==> config.mk <==
export PLATFORM = sky130hd
export DESIGN_NAME = asr_receiver
export DESIGN_NICKNAME = d
export VERILOG_FILES = /design/src/asr_pkg.sv /design/src/asr_receiver.sv
export VERILOG_INCLUDE_DIRS = /design/src
export SDC_FILE = /design/constraint.sdc
export NUM_CORES = 1
export LEC_CHECK = 0
export BUFFER_PORTS_ARGS = -buffer_cell sky130_fd_sc_hd__buf_2
export CAP_MARGIN = 10
export CORE_AREA = 5 5 136 138
export CTS_CLUSTER_DIAMETER = 50
export DETAILED_ROUTE_END_ITERATION = 6
export DIE_AREA = 0 0 141 143
export GPL_TIMING_DRIVEN = 0
export REMOVE_ABC_BUFFERS = 1
export SYNTH_ARGS = -nofsm -noshare
export SYNTH_HDL_FRONTEND = slang
export SYNTH_SLANG_ARGS = --single-unit
export TNS_END_PERCENT = 20
==> constraint.sdc <==
create_clock -name pclk -period 2.95 [get_ports pclk]
set_clock_uncertainty 0.15 [all_clocks]
set_input_delay 0.7375 -clock pclk [delete_from_list [all_inputs] [get_ports pclk]]
set_output_delay 0.7375 -clock pclk [all_outputs]
set_load 0.02 [all_outputs]
==> src/asr_map.svh <==
/*
 Register offsets, bit positions and reset values of the serial receiver.
 Assumes inclusion by bare name from the receiver module.
*/
`ifndef ASR_MAP_SVH
`define ASR_MAP_SVH
// byte offsets on the apb bus
`define ASR_OFF_DATA   8'h00
`define ASR_OFF_STATUS 8'h04
`define ASR_OFF_CTRL   8'h08
`define ASR_OFF_FMT    8'h0c
`define ASR_OFF_DIV    8'h10
// status bits
`define ASR_ST_PE      0
`define ASR_ST_DOR     1
`define ASR_ST_FE      2
`define ASR_ST_RXC     3
// control bits
`define ASR_CT_EN      0
`define ASR_CT_IE      1
`define ASR_CT_DS      2
`define ASR_CT_B8      3
// frame format bits
`define ASR_FM_PEN     0
`define ASR_FM_PTYPE   1
`define ASR_FM_STOP2   2
`define ASR_FM_CS_LO   3
`define ASR_FM_CS_HI   5
// reset values
`define ASR_CTRL_RST   3'h0
`define ASR_FMT_RST    6'h18
`define ASR_DIV_RST    16'h0000
// sample timing: samples per bit and first voting sample
`define ASR_SPB_NORM   5'h10
`define ASR_SPB_DS     5'h08
`define ASR_VOTE_NORM  5'h08
`define ASR_VOTE_DS    5'h04
`endif

==> src/asr_pkg.sv <==
/*
 Types of the serial receiver: register groups, buffer entry, state.
 Assumes nothing of its surroundings.
*/
package asr_pkg;
    typedef enum logic [2:0] {RX_IDLE, RX_START, RX_DATA, RX_PAR, RX_STOP}
        asr_rx_t;
    typedef enum logic [2:0] {R_DATA, R_STATUS, R_CTRL, R_FMT, R_DIV, R_NONE}
        asr_reg_t;
    typedef struct packed {
        logic       double_speed_select;
        logic       receive_complete_irq_enable;
        logic       receiver_enable;
    } asr_ctl_t;
    typedef struct packed {
        logic [2:0] character_size_field;
        logic       stop_bit_count_select;
        logic       parity_type_select;
        logic       parity_enable;
    } asr_fmt_t;
    typedef struct packed {
        logic [8:0] data;
        logic       frame_error_flag;
        logic       data_overrun_flag;
        logic       parity_error_flag;
    } asr_entry_t;
endpackage : asr_pkg

==> src/asr_receiver.sv <==
/*
 Asynchronous serial receiver with two-deep receive buffer, apb slave.
 Assumes rx_in synchronous to pclk; apb master per amba apb3.
*/
// Added by the designer: the address map and register access over APB.
`timescale 1ns/1ps
`include "asr_map.svh"

// Operation
// - receive complete flag tracks unread data
// - receiver disable flushes buffer, flag zero
// - interrupt requested while flag and enable set
// - data read removes oldest frame
// - error flags buffered with their frame
// - status writes leave error flags unchanged
// - error flags never raise interrupts
// - frame error shows head frame stop bit
// - only first stop bit checked
// - overrun when full, waiting, new start
// - overrun cleared on successful transfer
// - parity checked when enabled, type selectable
// - parity error zero when checking disabled
// - parity error valid until data read
// - disable is immediate, drops reception, releases pin
// - sample at sixteen or eight per bit
// - start bit voted on centre samples
// - resume edge search; resync every start
// - per-bit sample state equals sample number
// - bits decided by three-sample majority
// - zero stop bit sets frame error
// - enable hands pin to serial input
// - first stop bit moves frame to buffer
// - unused upper data bits read zero
// - ninth bit buffered with frame
module asr_receiver (
    input  wire logic        pclk,
    input  wire logic        presetn,
    input  wire logic        psel,
    input  wire logic        penable,
    input  wire logic        pwrite,
    input  wire logic [7:0]  paddr,
    input  wire logic [31:0] pwdata,
    output logic      [31:0] prdata,
    output logic             pready,
    output logic             pslverr,
    input  wire logic        rx_in,
    output logic             rx_pin_owned,
    output logic             rx_complete_irq
);
    typedef struct packed {
        asr_pkg::asr_ctl_t        ctl;
        asr_pkg::asr_fmt_t        fmt;
        logic [15:0]              div;
        logic [15:0]              divcnt;
        logic                     tick;
        asr_pkg::asr_rx_t         rx;
        logic [4:0]               cnt;
        logic [2:0]               vote;
        logic                     prev;
        logic [3:0]               bitn;
        logic [8:0]               sh;
        logic                     pbit;
        asr_pkg::asr_entry_t      hold;
        logic                     hold_v;
        logic                     ovr;
        asr_pkg::asr_entry_t [1:0] buf_q;
        logic                     rdp;
        logic                     wrp;
        logic [1:0]               count;
        logic [31:0]              prdata;
        logic                     pready;
        logic                     pslverr;
        logic                     irq;
        logic                     own;
    } asr_state_t;

    asr_state_t s;
    asr_state_t next_s;

    function automatic asr_pkg::asr_reg_t dec(input logic [7:0] a);
        case (a)
            `ASR_OFF_DATA:   dec = asr_pkg::R_DATA;
            `ASR_OFF_STATUS: dec = asr_pkg::R_STATUS;
            `ASR_OFF_CTRL:   dec = asr_pkg::R_CTRL;
            `ASR_OFF_FMT:    dec = asr_pkg::R_FMT;
            `ASR_OFF_DIV:    dec = asr_pkg::R_DIV;
            default:         dec = asr_pkg::R_NONE;
        endcase
    endfunction : dec

    // 5..8 data bits, code 7 gives nine
    function automatic logic [3:0] nbits(input logic [2:0] cs);
        case (cs)
            3'h0:    nbits = 4'h5;
            3'h1:    nbits = 4'h6;
            3'h2:    nbits = 4'h7;
            3'h7:    nbits = 4'h9;
            default: nbits = 4'h8;
        endcase
    endfunction : nbits

    function automatic logic maj(input logic [2:0] v);
        maj = (v[0] & v[1]) | (v[0] & v[2]) | (v[1] & v[2]);
    endfunction : maj

    asr_pkg::asr_entry_t head;
    logic [4:0]          spb;
    logic [4:0]          vlo;
    logic [4:0]          vhi;
    logic [4:0]          c;
    logic [2:0]          v;
    logic                b;
    logic                done;
    logic                push;
    logic                pop;
    logic                start_seen;
    logic                setup;
    logic                access;

    always_comb begin
        next_s     = s;
        head       = s.buf_q[s.rdp];
        spb        = s.ctl.double_speed_select ? `ASR_SPB_DS
                                               : `ASR_SPB_NORM;
        vlo        = s.ctl.double_speed_select ? `ASR_VOTE_DS
                                               : `ASR_VOTE_NORM;
        vhi        = vlo + 5'h02;
        c          = (s.cnt == spb) ? 5'h01 : s.cnt + 5'h01;
        v          = {s.vote[1:0], rx_in};
        b          = maj(v);
        done       = 1'b0;
        start_seen = 1'b0;
        setup      = psel && !penable;
        access     = psel && penable && s.pready;

        // sample tick from the divisor
        next_s.tick = (s.divcnt == s.div);
        next_s.divcnt = next_s.tick ? 16'h0000 : s.divcnt + 16'h0001;

        if (s.tick) begin
            next_s.prev = rx_in;
            if (s.rx == asr_pkg::RX_IDLE) begin
                if (s.prev && !rx_in) begin
                    start_seen   = 1'b1;
                    next_s.rx    = asr_pkg::RX_START;
                    next_s.cnt   = 5'h01;
                    next_s.sh    = 9'h000;
                    next_s.bitn  = 4'h0;
                end
            end else begin
                next_s.cnt = c;
                if (c >= vlo && c <= vhi) begin
                    next_s.vote = v;
                end
                case (s.rx)
                    asr_pkg::RX_START: begin
                        if (c == vhi && b) begin
                            next_s.rx = asr_pkg::RX_IDLE;
                        end else if (c == 5'h01) begin
                            next_s.rx = asr_pkg::RX_DATA;
                        end
                    end
                    asr_pkg::RX_DATA: begin
                        if (c == vhi) begin
                            next_s.sh[s.bitn] = b;
                            next_s.bitn = s.bitn + 4'h1;
                        end else if (c == 5'h01 &&
                                     s.bitn == nbits(
                                     s.fmt.character_size_field)) begin
                            next_s.rx = s.fmt.parity_enable
                                      ? asr_pkg::RX_PAR
                                      : asr_pkg::RX_STOP;
                        end
                    end
                    asr_pkg::RX_PAR: begin
                        if (c == vhi) begin
                            next_s.pbit = b;
                        end else if (c == 5'h01) begin
                            next_s.rx = asr_pkg::RX_STOP;
                        end
                    end
                    asr_pkg::RX_STOP: begin
                        if (c == vhi) begin
                            done      = 1'b1;
                            next_s.rx = asr_pkg::RX_IDLE;
                        end
                    end
                    default: next_s.rx = asr_pkg::RX_IDLE;
                endcase
            end
        end

        // full buffer, frame waiting, new start: overrun
        if (start_seen && s.hold_v && s.count == 2'h2) begin
            next_s.ovr = 1'b1;
        end

        pop  = access && !pwrite && dec(paddr) == asr_pkg::R_DATA &&
               s.count != 2'h0;
        push = s.hold_v && s.count != 2'h2;
        if (push) begin
            next_s.buf_q[s.wrp] = s.hold;
            next_s.buf_q[s.wrp].data_overrun_flag = s.ovr;
            next_s.ovr    = 1'b0;
            next_s.hold_v = 1'b0;
            next_s.wrp    = ~s.wrp;
        end
        if (pop) begin
            next_s.rdp = ~s.rdp;
        end
        next_s.count = s.count + {1'b0, push} - {1'b0, pop};

        if (done) begin
            next_s.hold.data = s.sh;
            next_s.hold.frame_error_flag = !b;
            next_s.hold.data_overrun_flag = 1'b0;
            next_s.hold.parity_error_flag = s.fmt.parity_enable &
                (s.pbit ^ (^s.sh) ^ s.fmt.parity_type_select);
            next_s.hold_v = 1'b1;
        end

        // apb: answer one cycle after setup
        next_s.pready  = setup;
        next_s.pslverr = setup && dec(paddr) == asr_pkg::R_NONE;
        if (setup) begin
            next_s.prdata = 32'h0000_0000;
            case (dec(paddr))
                asr_pkg::R_DATA: begin
                    next_s.prdata[7:0] = head.data[7:0];
                end
                asr_pkg::R_STATUS: begin
                    if (s.count != 2'h0) begin
                        next_s.prdata[`ASR_ST_RXC] = 1'b1;
                        next_s.prdata[`ASR_ST_FE] =
                            head.frame_error_flag;
                        next_s.prdata[`ASR_ST_DOR] =
                            head.data_overrun_flag;
                        next_s.prdata[`ASR_ST_PE] =
                            head.parity_error_flag;
                    end
                end
                asr_pkg::R_CTRL: begin
                    next_s.prdata[2:0] = s.ctl;
                    next_s.prdata[`ASR_CT_B8] =
                        (s.count != 2'h0) && head.data[8];
                end
                asr_pkg::R_FMT: begin
                    next_s.prdata[5:0] = s.fmt;
                end
                asr_pkg::R_DIV: begin
                    next_s.prdata[15:0] = s.div;
                end
                default: next_s.prdata = 32'h0000_0000;
            endcase
        end
        // status and data writes change nothing here
        if (access && pwrite) begin
            case (dec(paddr))
                asr_pkg::R_CTRL: next_s.ctl = pwdata[2:0];
                asr_pkg::R_FMT:  next_s.fmt = pwdata[5:0];
                asr_pkg::R_DIV:  next_s.div = pwdata[15:0];
                default:         next_s.div = s.div;
            endcase
        end

        // disabled: drop reception, flush buffer at once
        if (!s.ctl.receiver_enable) begin
            next_s.rx     = asr_pkg::RX_IDLE;
            next_s.count  = 2'h0;
            next_s.hold_v = 1'b0;
            next_s.ovr    = 1'b0;
            next_s.prev   = 1'b1;
            // realign pointers so the next push becomes the head
            next_s.rdp    = 1'b0;
            next_s.wrp    = 1'b0;
        end
        next_s.own = next_s.ctl.receiver_enable;
        next_s.irq = next_s.ctl.receive_complete_irq_enable &&
                     next_s.count != 2'h0;
    end

    always_ff @(posedge pclk or negedge presetn) begin
        if (!presetn) begin
            s        <= '0;
            s.ctl    <= `ASR_CTRL_RST;
            s.fmt    <= `ASR_FMT_RST;
            s.div    <= `ASR_DIV_RST;
            s.prev   <= 1'b1;
        end else begin
            s <= next_s;
        end
    end

    assign prdata          = s.prdata;
    assign pready          = s.pready;
    assign pslverr         = s.pslverr;
    assign rx_pin_owned    = s.own;
    assign rx_complete_irq = s.irq;
endmodule : asr_receiver

==> out/results.ini <==
[synthesis]
synth_edf_count=0
synth_area_leaders=dfrtp_1 46%, mux2_2 9.9%, xnor2_1 4.3%
synth_async_sr_flop_share=1.000
ys_ff_latch=127
synth_top_area_share=0.4647
ys_warn_count=0
synth_area_leader_cell=dfrtp_1
netlist_instances=616
synth.most_common_cell=dfrtp_1
avgSynthCellArea_um2=10.84
yosysUniqueCellTypes=68
synth_flop_cell=dfrtp_1
synth-seq-area-share=0.4765
syn-cell-area_um2=6678
netlist_top_cells_count=124 x dfrtp_1, 62 x nand2_1, 59 x mux2_2

[floorplan]
die_h_um=143
num_rows=48
die_area_um2=20160
io_pins=82
die_w_um=141
core_area_um2=17060
start_util=0.3915

[finish]
area_growth_pct=18.40
final_core_util=0.4635
layout-drive-gt1-share=0.3004
n_antenna_cell=0
stdcell_count=904
final_nets=727

[clock_network]
cts_tree=yes
cts-root-buf=clkbuf_16
cts_made_buffers=17
cts_hold_buf=0
cts_sinks=127
htree_levels=4
clkTransAtPathRegs_ns=0.06
cts_buffer_depth=2
clk_latency_ns=0.42

[outcome]
status=finished with violations
violations=setup timing

[timing]
fin_crit_sh=1.002
relSlewSlack=0.2061
finalMaxSlewViolations=0
tightest_slew_ns=1.186
finalSetupViolations=1
rsz0062_at_grt=true
period_minus_slack_ns=2.955
whs_ns=0.02335
setup-tns-final_ns=-0.004539
setup_slack_ns=-0.004539
hold_viol_final=0
max_freq_mhz=338.5

[global_routing]
overflow=0
grt_antenna_before_repair=0
grt_pass1_vias=4843
gr-usage-all-layers=0.1572
grt_first_pass_wirelength_mm=24.95
grt_max_degree=102

[drt]
drt-wirelength-per-cell_um=17.07
routed_via_density=5.206
vias=4706
drtIter0Drc=246
drt_first_pass_iters=4
wl_mm=15.43
ant_nets=0
route.detailed.drc=0

[placement]
portBuffers=49
placed_cells=854
gp_congestion=0.8089
hpwl_mm=10.93

[hold_path]
hp-class=primary input to async pin

[setup_path]
cp.required_ns=3.11
crit_type=primary input to register
endpoint_kind=register
cp_max_fo=3
r2r_setup_slack_ns=0.01
cp.arrival_ns=3.11
critPathLaunchType=primary input

[job]
maxCapViolCount=0

[power]
power_density_nw_per_um2=559.7
ir_drop_mv=0.3724
leakagePower_nw=3.562
totalPowerFinal_w=0.004425

==> placed cells by master, fill, tap and decap left out, types with 3 or more instances in the layout <==
master and n:
a211oi_1 4, a21oi_1 12, a221oi_1 6, a22o_1 3
and2_1 6, and3_1 7, buf_2 47, buf_4 18
bufinv_16 4, clkbuf_16 17, clkinvlp_4 3, conb_1 16
dfrtp_1 119, dfrtp_2 5, dfstp_2 3, ha_1 10
inv_1 17, inv_2 3, mux2_1 3, mux2_2 59
mux2i_1 24, nand2_1 59, nand2b_1 5, nand3_1 27
nand3b_1 3, nand4_1 9, nor2_1 35, nor2b_1 7
nor3_1 5, o21a_1 3, o21ai_0 18, o22ai_1 5
o31ai_1 3, or3_1 4, xnor2_1 32, xor2_1 10
==> repair_timing <==
item	CTS	global route
endpoints found under the setup margin	48	37
buffers inserted	10	9
pin swaps	7	13
gates resized for setup	18	15
==> routing by layer <==
layer	wire (um)	vias to the layer above	track usage	part of all wire
met1	6760	2381	0.1926	0.44
li1	-	2228	-	-
met3	542	14	0.03918	0.035
met2	7934	83	0.2709	0.51
met4	193	0	0.05609	0.013
met5	0	-	0	0
==> kinds of logic (layout without fill, tap and decap cells) <==
group	after synthesis	after routing	synth area share
AND/OR/NAND/NOR	187	187	0.1400
flip-flops	127	127	0.4765
multiplexers	86	86	0.1405
AO/OA/AOI/OAI	84	84	0.09613
buffers and inverters	73	121	0.06221
XOR/XNOR	43	43	0.05640
adder cells (fa/ha/maj)	15	15	0.02773
other	1	16	0.0005616
==> layout make-up <==
type,count,area (um^2)
tap,225,281.5
timing repair buffer,70,460.4
clock inverter,12,182.7
clock buffer,19,452.9
inverter,20,75.07
multi-input combinational,431,3266
fill,1564,9150
sequential,127,3188
==> where the power goes <==
| part | switching [W] | total [W] | internal (W) |
|---|---|---|---|
| combinational | 0.000240 | 0.000351 | 0.000112 |
| clock | 0.000797 | 0.00226 | 0.00146 |
| sequential | 0.0000472 | 0.00182 | 0.00177 |
==> per-stage QoR <==
step | instance area (um^2) | setup WS [ns]
after detailed placement | 6970 | -0.8174
final | 7906 | -0.004539
after floorplan | 6394 | -0.3996
after global placement | 6920 | -1.198
after CTS | 7776 | -0.06327
after global routing | 7906 | -0.09373
==> path summary, 6_finish.rpt <==
kind                            start  cells after the start               to
max                          paddr[1]                     12  rx_complete_irq
min                           presetn                      1        async pin
max reg2reg                     s[99]                      9            s[80]
min reg2reg                prdata[14]                      2       prdata[14]
max in group asynchronous     presetn                      2       prdata[12]
min in group pclk          prdata[14]                      2       prdata[14]
==> worst max-delay path, cell delays in order <==
cell and delay, ns:
buf_6 0.09, or4_4 0.56, nor3_4 0.25, nand2_4 0.09
nor4_4 0.32, ha_1 0.27, inv_1 0.06, ha_2 0.19
xnor2_2 0.12, xnor2_1 0.09, and2_1 0.17, o21a_1 0.17
No activity file was read; power rests on OpenSTA's default activity.
